File: src/verilog/mpt_map.svh
// Register offsets, field positions and reset values of the match based PWM timer
`ifndef MPT_MAP_SVH
`define MPT_MAP_SVH
`define MPT_OFS_IRQ_STAT 12'h000
`define MPT_OFS_CTRL 12'h004
`define MPT_OFS_COUNT 12'h008
`define MPT_OFS_PRESCALE 12'h00c
`define MPT_OFS_PRECOUNT 12'h010
`define MPT_OFS_MATCH_BASE 12'h018
`define MPT_OFS_MATCH_ACT 12'h034
`define MPT_OFS_CAP0 12'h038
`define MPT_OFS_CAP1 12'h03c
`define MPT_OFS_CAP_CTRL 12'h040
`define MPT_OFS_OUT_CTRL 12'h044
`define MPT_OFS_RELEASE 12'h048
`define MPT_OFS_IRQ_MASK 12'h04c
`define MPT_OFS_MODE 12'h050
`define MPT_CTRL_EN_BIT 0
`define MPT_CTRL_RST_BIT 1
`define MPT_CTRL_PWM_BIT 3
`define MPT_MODE_CSEL_BIT 2
`define MPT_IRQ_CAP0_BIT 7
`define MPT_IRQ_CAP1_BIT 8
`define MPT_RST_ZERO 32'h0000_0000
`endif

File: src/verilog/mpt_pkg.sv
// Types shared by the match based PWM timer files
package mpt_pkg;
  typedef enum logic [1:0] {MPT_CNT_TIMER, MPT_CNT_RISE, MPT_CNT_FALL, MPT_CNT_BOTH} mpt_cnt_mode_type;
  typedef enum logic [1:0] {MPT_APB_IDLE, MPT_APB_SETUP, MPT_APB_DONE} mpt_apb_state_type;
endpackage : mpt_pkg

File: src/verilog/mpt_sync.sv
// Three flip-flop input synchroniser with agreement of the last two stages
module mpt_sync
(
  // Clock and reset
  input wire logic clk_i,
  input wire logic rstn_i,
  // Raw and filtered level
  input wire logic async_i,
  output logic level_o
);
  logic s1_reg;
  logic s2_reg;
  logic s3_reg;
  // Stage chain; only s2 reads s1
  always_ff @(posedge clk_i or negedge rstn_i)
  begin
    if (!rstn_i)
    begin
      s1_reg <= 1'b0;
      s2_reg <= 1'b0;
      s3_reg <= 1'b0;
    end
    else
    begin
      s1_reg <= async_i;
      s2_reg <= s1_reg;
      s3_reg <= s2_reg;
    end
  end
  // A change counts once stages two and three agree
  always_ff @(posedge clk_i or negedge rstn_i)
  begin
    if (!rstn_i)
      level_o <= 1'b0;
    else if (s2_reg == s3_reg)
      level_o <= s3_reg;
  end
endmodule : mpt_sync

File: src/verilog/mpt_top.sv
// Match based PWM timer: prescaler, counter, seven matches, captures, PWM outputs and APB slave
`include "mpt_map.svh"
// Summary of operation
// - Seven match registers drive six single-edge, three double-edge outputs, or a mix.
// - Cycle match register zero resets the counter and sets the shared period.
// - Single-edge outputs rise on cycle match and fall on their own match.
// - A single-edge output configured constant low stays low all cycle.
// - Double-edge outputs use two match registers, one per edge, anywhere in cycle.
// - Rise before fall gives high pulse; reversed order gives low pulse.
// - Period and width are any whole counts; all outputs share the cycle rate.
// - Per match: continue, stop or reset counter, each with optional interrupt.
// - New match values apply only after release, at the next cycle start in PWM mode, at once otherwise.
// - Timer mode counts clock; counter mode counts selected capture input transitions.
// - Without PWM mode the block is a plain 32-bit timer with 32-bit prescaler.
// - Capture input transition copies the counter into its capture register, optional interrupt.
module mpt_top
(
  // Clock and reset
  input wire logic clk_i,
  input wire logic rstn_i,
  // APB slave
  input wire logic psel_i,
  input wire logic penable_i,
  input wire logic pwrite_i,
  input wire logic [11:0] paddr_i,
  input wire logic [31:0] pwdata_i,
  output logic [31:0] prdata_o,
  output logic pready_o,
  output logic pslverr_o,
  // Capture inputs from pins
  input wire logic [1:0] cap_i,
  // PWM outputs, index 1 to 6 used
  output logic [6:1] pwm_o,
  // Interrupt
  output logic irq_o
);
  logic rst_s1_reg;
  logic rst_n;
  logic [1:0] cap_lvl;
  logic [1:0] cap_prev_reg;
  logic [1:0] cap_rise;
  logic [1:0] cap_fall;
  logic [31:0] count_reg;
  logic [31:0] precount_reg;
  logic [31:0] prescale_reg;
  logic [31:0] shadow_reg [0:6];
  logic [31:0] match_reg [0:6];
  logic [20:0] match_act_reg;
  logic [6:0] release_reg;
  logic [5:0] cap_ctrl_reg;
  logic [3:0] mode_reg;
  logic [12:0] out_ctrl_reg;
  logic [8:0] irq_stat_reg;
  logic [8:0] irq_mask_reg;
  logic [8:0] irq_set;
  logic [1:0] ctrl_reg;
  logic pwm_mode_reg;
  logic [6:0] hit;
  logic tick;
  logic cycle_start;
  logic stop_hit;
  logic reset_hit;
  logic count_en;
  logic wr_en;
  logic rd_en;
  logic [31:0] rd_data;
  logic rd_err;
  logic [6:1] pwm_next;

  // Decode of a match register index from a byte address, 7 means none
  function automatic logic [2:0] match_index(input logic [11:0] addr);
    logic [11:0] rel;
    rel = addr - `MPT_OFS_MATCH_BASE;
    if (addr >= `MPT_OFS_MATCH_BASE && addr < `MPT_OFS_MATCH_ACT && addr[1:0] == 2'b00)
      match_index = rel[4:2];
    else
      match_index = 3'h7;
  endfunction : match_index

  // Reset release through two flops so the release is synchronous
  always_ff @(posedge clk_i or negedge rstn_i)
  begin
    if (!rstn_i)
    begin
      rst_s1_reg <= 1'b0;
      rst_n <= 1'b0;
    end
    else
    begin
      rst_s1_reg <= 1'b1;
      rst_n <= rst_s1_reg;
    end
  end

  // Capture pins are asynchronous and need filtering before edge detection
  genvar gi;
  generate
    for (gi = 0; gi < 2; gi++)
    begin : g_cap_sync
      mpt_sync u_sync
      (
        .clk_i(clk_i),
        .rstn_i(rst_n),
        .async_i(cap_i[gi]),
        .level_o(cap_lvl[gi])
      );
    end
  endgenerate

  // Edge history of the filtered capture inputs
  always_ff @(posedge clk_i or negedge rst_n)
  begin
    if (!rst_n)
      cap_prev_reg <= 2'h0;
    else
      cap_prev_reg <= cap_lvl;
  end
  assign cap_rise = cap_lvl & ~cap_prev_reg;
  assign cap_fall = ~cap_lvl & cap_prev_reg;

  // Count source: clock or selected capture edges
  always_comb
  begin
    logic src;
    logic r;
    logic f;
    src = mode_reg[`MPT_MODE_CSEL_BIT];
    r = cap_rise[src];
    f = cap_fall[src];
    case (mpt_pkg::mpt_cnt_mode_type'(mode_reg[1:0]))
      mpt_pkg::MPT_CNT_TIMER: count_en = 1'b1;
      mpt_pkg::MPT_CNT_RISE: count_en = r;
      mpt_pkg::MPT_CNT_FALL: count_en = f;
      mpt_pkg::MPT_CNT_BOTH: count_en = r | f;
      default: count_en = 1'b0;
    endcase
  end

  // Prescale terminal gives the counter step
  assign tick = ctrl_reg[`MPT_CTRL_EN_BIT] && !ctrl_reg[`MPT_CTRL_RST_BIT] && count_en
    && (precount_reg == prescale_reg);

  // Match compare on the active values
  generate
    for (gi = 0; gi < 7; gi++)
    begin : g_match
      assign hit[gi] = (count_reg == match_reg[gi]);
    end
  endgenerate

  // Match zero forces reset in PWM mode; others by their action bits
  always_comb
  begin
    stop_hit = 1'b0;
    reset_hit = tick && hit[0] && pwm_mode_reg;
    for (int i = 0; i < 7; i++)
    begin
      if (tick && hit[i] && match_act_reg[3 * i + 1])
        reset_hit = 1'b1;
      if (tick && hit[i] && match_act_reg[3 * i + 2])
        stop_hit = 1'b1;
    end
  end
  assign cycle_start = reset_hit && hit[0];

  // Prescale counter wraps to zero at its terminal value
  always_ff @(posedge clk_i or negedge rst_n)
  begin
    if (!rst_n)
      precount_reg <= `MPT_RST_ZERO;
    else if (ctrl_reg[`MPT_CTRL_RST_BIT] || tick)
      precount_reg <= `MPT_RST_ZERO;
    else if (ctrl_reg[`MPT_CTRL_EN_BIT] && count_en)
      precount_reg <= precount_reg + 32'h1;
  end

  // Main 32-bit counter
  always_ff @(posedge clk_i or negedge rst_n)
  begin
    if (!rst_n)
      count_reg <= `MPT_RST_ZERO;
    else if (ctrl_reg[`MPT_CTRL_RST_BIT] || reset_hit)
      count_reg <= `MPT_RST_ZERO;
    else if (tick && !stop_hit)
      count_reg <= count_reg + 32'h1;
  end

  // Bus strobes: write takes effect in the access phase, read in the setup phase
  assign wr_en = psel_i && penable_i && pwrite_i;
  assign rd_en = psel_i && !penable_i && !pwrite_i;

  // Control: enable, counter reset, PWM mode; a stop match clears enable
  always_ff @(posedge clk_i or negedge rst_n)
  begin
    if (!rst_n)
    begin
      ctrl_reg <= 2'h0;
      pwm_mode_reg <= 1'b0;
    end
    else if (wr_en && paddr_i == `MPT_OFS_CTRL)
    begin
      ctrl_reg <= pwdata_i[1:0];
      pwm_mode_reg <= pwdata_i[`MPT_CTRL_PWM_BIT];
    end
    else if (stop_hit)
      ctrl_reg[`MPT_CTRL_EN_BIT] <= 1'b0;
  end

  // Plain configuration registers
  always_ff @(posedge clk_i or negedge rst_n)
  begin
    if (!rst_n)
    begin
      prescale_reg <= `MPT_RST_ZERO;
      match_act_reg <= 21'h0;
      cap_ctrl_reg <= 6'h0;
      mode_reg <= 4'h0;
      out_ctrl_reg <= 13'h0;
      irq_mask_reg <= 9'h0;
    end
    else if (wr_en)
    begin
      case (paddr_i)
        `MPT_OFS_PRESCALE: prescale_reg <= pwdata_i;
        `MPT_OFS_MATCH_ACT: match_act_reg <= pwdata_i[20:0];
        `MPT_OFS_CAP_CTRL: cap_ctrl_reg <= pwdata_i[5:0];
        `MPT_OFS_MODE: mode_reg <= pwdata_i[3:0];
        `MPT_OFS_OUT_CTRL: out_ctrl_reg <= pwdata_i[12:0];
        `MPT_OFS_IRQ_MASK: irq_mask_reg <= pwdata_i[8:0];
        default: ;
      endcase
    end
  end

  // Shadow writes, release latch and transfer at cycle start or when PWM is off
  always_ff @(posedge clk_i or negedge rst_n)
  begin
    if (!rst_n)
    begin
      release_reg <= 7'h0;
      for (int i = 0; i < 7; i++)
      begin
        shadow_reg[i] <= `MPT_RST_ZERO;
        match_reg[i] <= `MPT_RST_ZERO;
      end
    end
    else
    begin
      for (int i = 0; i < 7; i++)
      begin
        if (release_reg[i] && (cycle_start || !pwm_mode_reg))
        begin
          match_reg[i] <= shadow_reg[i];
          release_reg[i] <= 1'b0;
        end
      end
      if (wr_en && match_index(paddr_i) != 3'h7)
        shadow_reg[match_index(paddr_i)] <= pwdata_i;
      if (wr_en && paddr_i == `MPT_OFS_RELEASE)
        release_reg <= release_reg | pwdata_i[6:0];
    end
  end

  // Capture registers take the counter on the enabled edges
  logic [31:0] cap_reg [0:1];
  generate
    for (gi = 0; gi < 2; gi++)
    begin : g_cap
      always_ff @(posedge clk_i or negedge rst_n)
      begin
        if (!rst_n)
          cap_reg[gi] <= `MPT_RST_ZERO;
        else if ((cap_rise[gi] && cap_ctrl_reg[3 * gi]) || (cap_fall[gi] && cap_ctrl_reg[3 * gi + 1]))
          cap_reg[gi] <= count_reg;
      end
    end
  endgenerate

  // Interrupt events: matches with interrupt enabled, and captures
  always_comb
  begin
    for (int i = 0; i < 7; i++)
      irq_set[i] = tick && hit[i] && match_act_reg[3 * i];
    irq_set[`MPT_IRQ_CAP0_BIT] = (cap_rise[0] && cap_ctrl_reg[0] || cap_fall[0] && cap_ctrl_reg[1]) && cap_ctrl_reg[2];
    irq_set[`MPT_IRQ_CAP1_BIT] = (cap_rise[1] && cap_ctrl_reg[3] || cap_fall[1] && cap_ctrl_reg[4]) && cap_ctrl_reg[5];
  end

  // Sticky status; a new event wins over a write-one clear
  always_ff @(posedge clk_i or negedge rst_n)
  begin
    if (!rst_n)
      irq_stat_reg <= 9'h0;
    else if (wr_en && paddr_i == `MPT_OFS_IRQ_STAT)
      irq_stat_reg <= (irq_stat_reg & ~pwdata_i[8:0]) | irq_set;
    else
      irq_stat_reg <= irq_stat_reg | irq_set;
  end

  // Level interrupt from a flop
  always_ff @(posedge clk_i or negedge rst_n)
  begin
    if (!rst_n)
      irq_o <= 1'b0;
    else
      irq_o <= |(irq_stat_reg & irq_mask_reg);
  end

  // Output next state; out_ctrl bits 2..6 pick double edge, 7..12 enable
  always_comb
  begin
    pwm_next = pwm_o;
    for (int n = 1; n <= 6; n++)
    begin
      if (!out_ctrl_reg[n + 6])
        pwm_next[n] = 1'b0;
      else if (n >= 2 && out_ctrl_reg[n])
      begin
        // Double edge: rise on match n-1, fall on match n
        if (tick && hit[n] && pwm_mode_reg)
          pwm_next[n] = 1'b0;
        else if (tick && hit[n - 1] && pwm_mode_reg)
          pwm_next[n] = 1'b1;
        // No action at cycle start, so a fall before the rise gives a low pulse
        // with the high time wrapping over the cycle boundary
      end
      else
      begin
        // Single edge: fall wins when width equals the match, giving zero width
        if (tick && hit[n] && pwm_mode_reg)
          pwm_next[n] = 1'b0;
        else if (cycle_start)
          pwm_next[n] = 1'b1;
      end
    end
    if (!pwm_mode_reg)
      pwm_next = 6'h0;
  end

  // PWM output flops; all share the match zero cycle
  always_ff @(posedge clk_i or negedge rst_n)
  begin
    if (!rst_n)
      pwm_o <= 6'h0;
    else
      pwm_o <= pwm_next;
  end

  // Read mux
  always_comb
  begin
    logic [2:0] mi;
    mi = match_index(paddr_i);
    rd_err = 1'b0;
    rd_data = 32'h0;
    if (mi != 3'h7)
      rd_data = shadow_reg[mi];
    else
    begin
      case (paddr_i)
        `MPT_OFS_IRQ_STAT: rd_data = {23'h0, irq_stat_reg};
        `MPT_OFS_CTRL: rd_data = {28'h0, pwm_mode_reg, 1'b0, ctrl_reg};
        `MPT_OFS_COUNT: rd_data = count_reg;
        `MPT_OFS_PRESCALE: rd_data = prescale_reg;
        `MPT_OFS_PRECOUNT: rd_data = precount_reg;
        `MPT_OFS_MATCH_ACT: rd_data = {11'h0, match_act_reg};
        `MPT_OFS_CAP0: rd_data = cap_reg[0];
        `MPT_OFS_CAP1: rd_data = cap_reg[1];
        `MPT_OFS_CAP_CTRL: rd_data = {26'h0, cap_ctrl_reg};
        `MPT_OFS_OUT_CTRL: rd_data = {19'h0, out_ctrl_reg};
        `MPT_OFS_RELEASE: rd_data = {25'h0, release_reg};
        `MPT_OFS_IRQ_MASK: rd_data = {23'h0, irq_mask_reg};
        `MPT_OFS_MODE: rd_data = {28'h0, mode_reg};
        default: rd_err = 1'b1;
      endcase
    end
  end

  // APB answer: ready in every access phase, data sampled in the setup cycle
  always_ff @(posedge clk_i or negedge rst_n)
  begin
    if (!rst_n)
    begin
      prdata_o <= 32'h0;
      pready_o <= 1'b0;
      pslverr_o <= 1'b0;
    end
    else
    begin
      pready_o <= psel_i && !penable_i;
      pslverr_o <= psel_i && !penable_i && rd_err;
      if (rd_en)
        prdata_o <= rd_data;
    end
  end
endmodule : mpt_top
File: config.mk
export PLATFORM = sky130hd
export DESIGN_NAME = mpt_top
export DESIGN_NICKNAME = d
export VERILOG_FILES = /design/src/verilog/mpt_pkg.sv /design/src/verilog/mpt_sync.sv /design/src/verilog/mpt_top.sv
export VERILOG_INCLUDE_DIRS = /design/src /design/src/verilog
export SDC_FILE = /design/constraint.sdc
export NUM_CORES = 1
export LEC_CHECK = 0
export BUFFER_PORTS_ARGS = -buffer_cell sky130_fd_sc_hd__buf_4
export CAP_MARGIN = 30
export CORE_ASPECT_RATIO = 0.75
export CORE_MARGIN = 1
export CORE_UTILIZATION = 50
export CTS_CLUSTER_DIAMETER = 120
export DETAILED_ROUTE_END_ITERATION = 7
export HOLD_SLACK_MARGIN = 0.15
export PLACE_DENSITY = 0.66
export SYNTH_ARGS = -nofsm -noshare
export SYNTH_HDL_FRONTEND = slang
export SYNTH_SLANG_ARGS = --single-unit
File: constraint.sdc
create_clock -name clk_i -period 28.9 [get_ports clk_i]
set_clock_uncertainty 0.1 [all_clocks]
set_input_delay 5.78 -clock clk_i [delete_from_list [all_inputs] [get_ports clk_i]]
set_output_delay 5.78 -clock clk_i [all_outputs]
set_load 0.02 [all_outputs]
* After elaboration in Yosys (flattened, before gate mapping)
Cells that the tools add are included.
** Word-level totals
- Output and inout port bits :: 41
- Register bits :: 733
- Memories :: 0
- Input bits :: 51
- Word-level logic and storage cells :: 292
- ROM bits :: 0
- Bits in latches :: 0
- RAM bits :: 0
** Cells by class
- Equality and inequality tests :: 37
- Multiply operators :: 0
- $add $sub $neg :: 3
- Bitwise operators :: 13
- Div/mod/pow operators :: 0
- Muxes and demuxes :: 75
- Reduce and logical (&&, ||, !) cells :: 102
- Shift operators :: 0
- $lt $le $gt $ge :: 6
** Operator list (count)
- 32-bit one-hot mux with 13 select lines :: 1
- 32-bit equality test :: 8
- 32-bit 2-to-1 mux :: 8
- 224-bit bitwise mux :: 1
- 32-bit binary-select mux with 3-bit select :: 1
- 32-bit demux with 3-bit select :: 1
- 1-bit logical AND :: 66
- 32-bit by 1-bit adder with 32-bit output (second input constant) :: 2
- 12-bit by 7-bit equality test with 1-bit output (second input constant) :: 5
- 1-bit 2-to-1 mux :: 57
- 5-bit by 3-bit != test with 1-bit output (second input constant) :: 10
- 12-bit by 6-bit equality test with 1-bit output (second input constant) :: 3
- 12-bit by 4-bit equality test with 1-bit output (second input constant) :: 2
- 2-bit AND reduction :: 11
- 2-bit nonzero test :: 10
- 9-bit AND :: 2
- 9-bit bitwise OR :: 2
- 13-bit OR reduction :: 1
- 12-bit by 3-bit equality test with 1-bit output (second input constant) :: 1
- 12-bit by 5-bit equality test with 1-bit output (second input constant) :: 1
- 12-bit by 5-bit >= comparator with 1-bit output (second input constant) :: 1
- 12-bit logical NOT :: 1
- 12-bit by 6-bit < comparator with 1-bit output (second input constant) :: 1
- 9-bit 2-to-1 mux :: 1
- other kinds (23) :: 39

* Logic depth before layout (Yosys ltp)
- Word-level depth :: 23
- Depth in mapped cells :: 12
- Mapped depth without buffers :: 8

* By module
Synthesis repeated with hierarchy kept, for this count alone.
** Unflattened totals
- Cell total of the unflattened synthesis :: 2715
- Area, all modules :: 33993.9 um^2
** Modules (own cells, without submodules)
- mpt_top :: area an instance 33771.1 um^2, seq. area each 18142.4 um^2, cells each 2705, times used 1
- mpt_sync :: area an instance 111.4 um^2, seq. area each 100.1 um^2, cells each 5, times used 2

* Worst setup path before layout
No wires, ideal clock.
- Path type :: input port to flip-flop
- Start :: in paddr_i[7]
- End :: reg prdata_o[7]
- Setup time :: 139 ps
- Arrival :: 8106 ps
- Slack :: 20555 ps
- Cell stages on the path :: 10
- Data required time :: 28661 ps
- Buffers on the path :: 3
- Path through :: or4_1 > nor3_1 > nand2_1 > or3_1 > clkbuf_1 > and2_1 > clkbuf_1 > buf_1 > a221oi_1 > a21oi_1
** Between the ends
- Cells in the longest elaborated chain, start to end :: 9
- Elaborated cells between the ends (all ways) :: 25
- Classes of those cells :: order compare: 2; eq/ne: 13; mux: 6; bitwise: 1; reduce/logical: 3
** Ends and longest elaborated chain
- from (decl) :: line mpt_top.sv:25 : input wire logic [11:0] paddr_i,
- 12-bit by 5-bit >= comparator with 1-bit output (no line) or 12-bit by 6-bit < comparator with 1-bit output (tied branches)
- 1-bit logical AND (no line)
- 1-bit logical AND :: line mpt_top.sv:74 : if (addr >= `MPT_OFS_MATCH_BASE && addr < `MPT_OFS_MATCH_ACT && addr[1:0] == 2'b00)
- 3-bit 2-to-1 mux :: line mpt_top.sv:74
- 3-bit inverter with 4-bit output (implied by the code) :: line mpt_top.sv:356 : rd_data = shadow_reg[mi];
- 32-bit binary-select mux with 3-bit select :: line mpt_top.sv:356
- 32-bit 2-to-1 mux (implied by the code) (2 in a row) :: line mpt_top.sv:356
- 32-bit 2-to-1 mux (*) :: line mpt_top.sv:355 : if (mi != 3'h7)
- to (signal assigned) :: line mpt_top.sv:392 : prdata_o <= rd_data;
- to (decl) :: line mpt_top.sv:27 : output logic [31:0] prdata_o,
Mark *: on every way between the ends. The rest lies on a longest branch, timed or not. The select of a mux whose other input is x is not followed.
A chain may end at the register's enable or synchronous reset.

* Worst setup path in the final report
- Start :: in paddr_i[7]
- End :: reg shadow_reg[58] (netlist bit)
** Between the ends
- Cells in the longest elaborated chain, start to end :: 11
- Elaborated cells between the ends (all ways) :: 15
- Classes of those cells :: order compare: 4; eq/ne: 1; mux: 5; bitwise: 1; reduce/logical: 4
** Ends and longest elaborated chain
- 12-bit by 5-bit >= comparator with 1-bit output (no line) or 12-bit by 6-bit < comparator with 1-bit output (tied branches)
- 1-bit logical AND (no line) (*)
- 1-bit logical AND (*) :: line mpt_top.sv:74
- 3-bit 2-to-1 mux (*) :: line mpt_top.sv:74
- 3-bit 2-to-1 mux :: line mpt_top.sv:257 : if (wr_en && match_index(paddr_i) != 3'h7)
- 3-bit inverter with 4-bit output (implied by the code) :: line mpt_top.sv:258 : shadow_reg[match_index(paddr_i)] <= pwdata_i;
- 4-bit >= comparator (implied by the code) or 4-bit by 1-bit < comparator with 1-bit output (tied branches) :: line mpt_top.sv:258
- 1-bit logical AND (implied by the code) :: line mpt_top.sv:258
- 32-bit 2-to-1 mux (implied by the code) :: line mpt_top.sv:258
- 32-bit demux with 3-bit select :: line mpt_top.sv:258
- 224-bit bitwise mux :: line mpt_top.sv:258
- to (signal, indexed assignment) :: line mpt_top.sv:243 : shadow_reg[i] <= `MPT_RST_ZERO;
- to (signal, indexed assignment) :: line mpt_top.sv:258
- to (decl) :: line mpt_top.sv:46 : logic [31:0] shadow_reg [0:6];
Marked as above.

==> out/results.txt <==
Status: finished, violations left
Failing checks: DRC
Synth cell types: 69
WS Path Type: in2reg
# nets final: 2868
Worst Path Buf+Inv: 2
Gates resized, CTS repair: 0
CTS tree: done
R2R depth: 8
IO Port Bufs: 91
Worst hold slack: 247 ps
Hold path cells: 0
Slowest stage delay, CP: 870 ps
# fillers: 5522
P&R area growth vs syn: 12.7%
Setup TNS: 0 ps
Die extent in y: 229 um
Final number of setup-violating endpoints: 0
Maximum buffer depth of the clock tree: 3
Worst Hold Launch: rst_s1_reg$_DFF_PN0_
Syn Area/Cell: 12.4 um^2
CP Capture Type: flip-flop
I/O Pins: 92
# rows: 82
Post-synth EDFFs: 0
Clock-pin slew on the worst setup and hold paths: 60 ps
Die Width: 304 um
# hold bufs at CTS: 0
VDD IR max: 0.0422 mV
Leading cell types in the layout, fill and taps excluded: 732 x dfrtp_1, 602 x mux2_2, 166 x xor2_1
Diodes inserted: 0
Core Region: 67300 um^2
GRT Total Usage: 34.8%
Min Tclk post-route: 9680 ps
Cell taking the most area after synthesis: dfrtp_1
Final Cycle Share: 33.5%
Commonest non-fill, non-tap cell in the layout: dfrtp_1
Syn nets: 2820
Most used cell, CP: buf_4
Final ANT Viol Nets: 0
Clock sink count: 733
Fraction of layout cells with a size suffix above 1: 32.3%
Measured slew at the worst slew-check pin: 1030 ps
Starting Density: 50.9%
Post-synthesis sequential area ratio: 53.5%
Final GP Congestion: 1.00
Setup bufs post-CTS: 0
WP data arrival: 10090 ps
R2R Setup Slk: 24430 ps
Leakage: 0.0191 uW
Hold Path Sink: rst_n$_DFF_PN0_
Syn. warnings: 0
Area fraction of the dominant cell type after synthesis: 53.5%
Worst Path Max Fanout: 33
PD cells: 54.9 nW/um^2
DRT Wirelength: 121 mm
H-Tree Depth: 3
Max-slew headroom: 30.7%
Final Hold Fails: 0
Final Max Slew Viols: 0
Largest net degree at the start of global routing: 185
Max Cap Viol: 0
FF-to-FF End: count_reg[31]$_DFFE_PN0P_
Starting DRT DRC Count: 3205
Vias in the first global route: 24300
Design Area, Final: 38600 um^2
WL/cell: 32.3 um
Hold Crit Class: reg2reg
DIE AREA: 69600 um^2
Total number of vias: 25100
Clock Tree Root: clkbuf_16
RSZ-0062 raised after global routing: false
Hpwl dp: 86.8 mm
Highest Clock Rate: 103 MHz
Num CTS Buffers: 75
Top_reg_cell synth: dfrtp_1
Initial antenna violation count: 4
Post-synthesis cell area: 34300 um^2
TritonRoute pass-1 iters: 8
Req. time, crit path: 29320 ps
Slowest stage cell, crit path: nand3_2
Crit-path cells: buf_4 > or4_1 > nor4b_2 > nand2_1 > nor3b_4 > buf_4 > nand3_2 > mux2_2
Family with the most delay on the worst path: simple AND/OR/NAND/NOR gates
Worst flop-to-flop path startpoint: count_reg[20]$_DFFE_PN0P_
Top post-synthesis cells by area: dfrtp_1 54%, mux2_2 20%, xor2_1 4.2%
Register bit total from synthesis: 733
Startpoint types: primary input
Gr ovfl total: 0
Mapped Cells: 2767
Clk_lat worst skew: 640 ps
Area post-placement: 36000 um^2
First-pass GRT wire length: 175 mm
Post-DR vias/cell: 6.70
Drc violations: 1
Synth async-reset ratio: 100%
final cells by class:
cell class / instances / area [um^2] / area share (%)
Multi-Input combinational cell: 1807 / 15100 / 39.1
Tap cell: 882 / 1100 / 2.86
Clock buffer: 111 / 2210 / 5.73
Timing Repair Buffer: 176 / 1520 / 3.93
Inverter: 22 / 82.6 / 0.214
Clock inverter: 21 / 241 / 0.625
Sequential cell: 733 / 18300 / 47.5
where the power goes:
part	leakage (uW)	switching, uW	total [uW]	internal, uW
Sequential	0.0101	11.0	1050	1040
Combinational	0.00776	59.9	86.8	26.9
Clock	0.00121	420	987	567
cells in the mapped netlist (all sizes together), types with 5 or more instances:
cell    count
and4        7
nand3      59
and2       10
o31ai       9
mux2i       6
mux2      609
nand4      60
o22a       23
a22o       42
a21oi      94
buf        90
o22ai      15
xnor2     114
inv        21
nor2       80
o32a        5
xor2      166
a22oi      45
nor3       26
or4        13
and3       16
a221oi     36
o21ai      60
or3        33
clkbuf    115
nand3b      5
nor4       53
a221o       9
nand2     121
dfrtp     733
a222oi     37
metal layers:
metal  up-vias  track usage, %  part of all wire, %  routed length, um
met3       228            8.10                   10              12600
met1     13300            52.0                   43              52400
met5         -               0               0.0074                  9
li1      10200               -                    -                  -
met2      1404            50.4                   43              52300
met4         2            9.82                  3.1               3690
cell families (layout without fill, tap and decap cells):
group                      after synthesis  count (layout)  share of synthesized area (%)
other                                    1               1                         0.0109
DFF                                    733             733                           53.5
buffers and inverters                  227             330                           2.76
adders and majority gates                4               4                          0.131
and+or+nand+nor                        501             501                           7.68
muxes                                  615             615                           20.2
xor gates and xnor gates               280             280                           7.16
AOI/OAI and AO/OA                      406             406                           8.56
worst register-to-register path: stages (launching register included):
cell      delay [ps]
dfrtp_1          800
xor2_1           460
nor4_1           870
nand4_1          190
nor2_1           630
a2111o_1         450
or2_4            510
o21ai_0          200
a21oi_1          180
worst max path at each step:
stage | depth (start not counted) | start | endpoint | slack (ps)
global placement | 8 | paddr_i[7] | shadow_reg[50]$_DFFE_PN0P_ | 18810
floorplan | 0 | rst_n$_DFF_PN0_ | cap_ctrl_reg[0]$_DFFE_PN0P_ | 6860
finish | 8 | paddr_i[7] | shadow_reg[58]$_DFFE_PN0P_ | 19220
global route | 8 | paddr_i[7] | shadow_reg[59]$_DFFE_PN0P_ | 19110
detailed placement | 8 | paddr_i[7] | shadow_reg[54]$_DFFE_PN0P_ | 18760
CTS | 8 | paddr_i[7] | shadow_reg[54]$_DFFE_PN0P_ | 19390
through the flow:
stage	std cells	utilization, %	total power, uW	setup WS (ps)
6_report	3752	57.4	2120	19220
5_1_grt	3752	57.4	2170	19110
4_1_cts	3744	57.1	2130	19390
3_5_place_dp	3612	53.5	1150	18760
3_3_place_gp	3603	53.3	1150	18810
2_1_floorplan	2767	-	1100	6860
(Power assumes the default switching activity.)
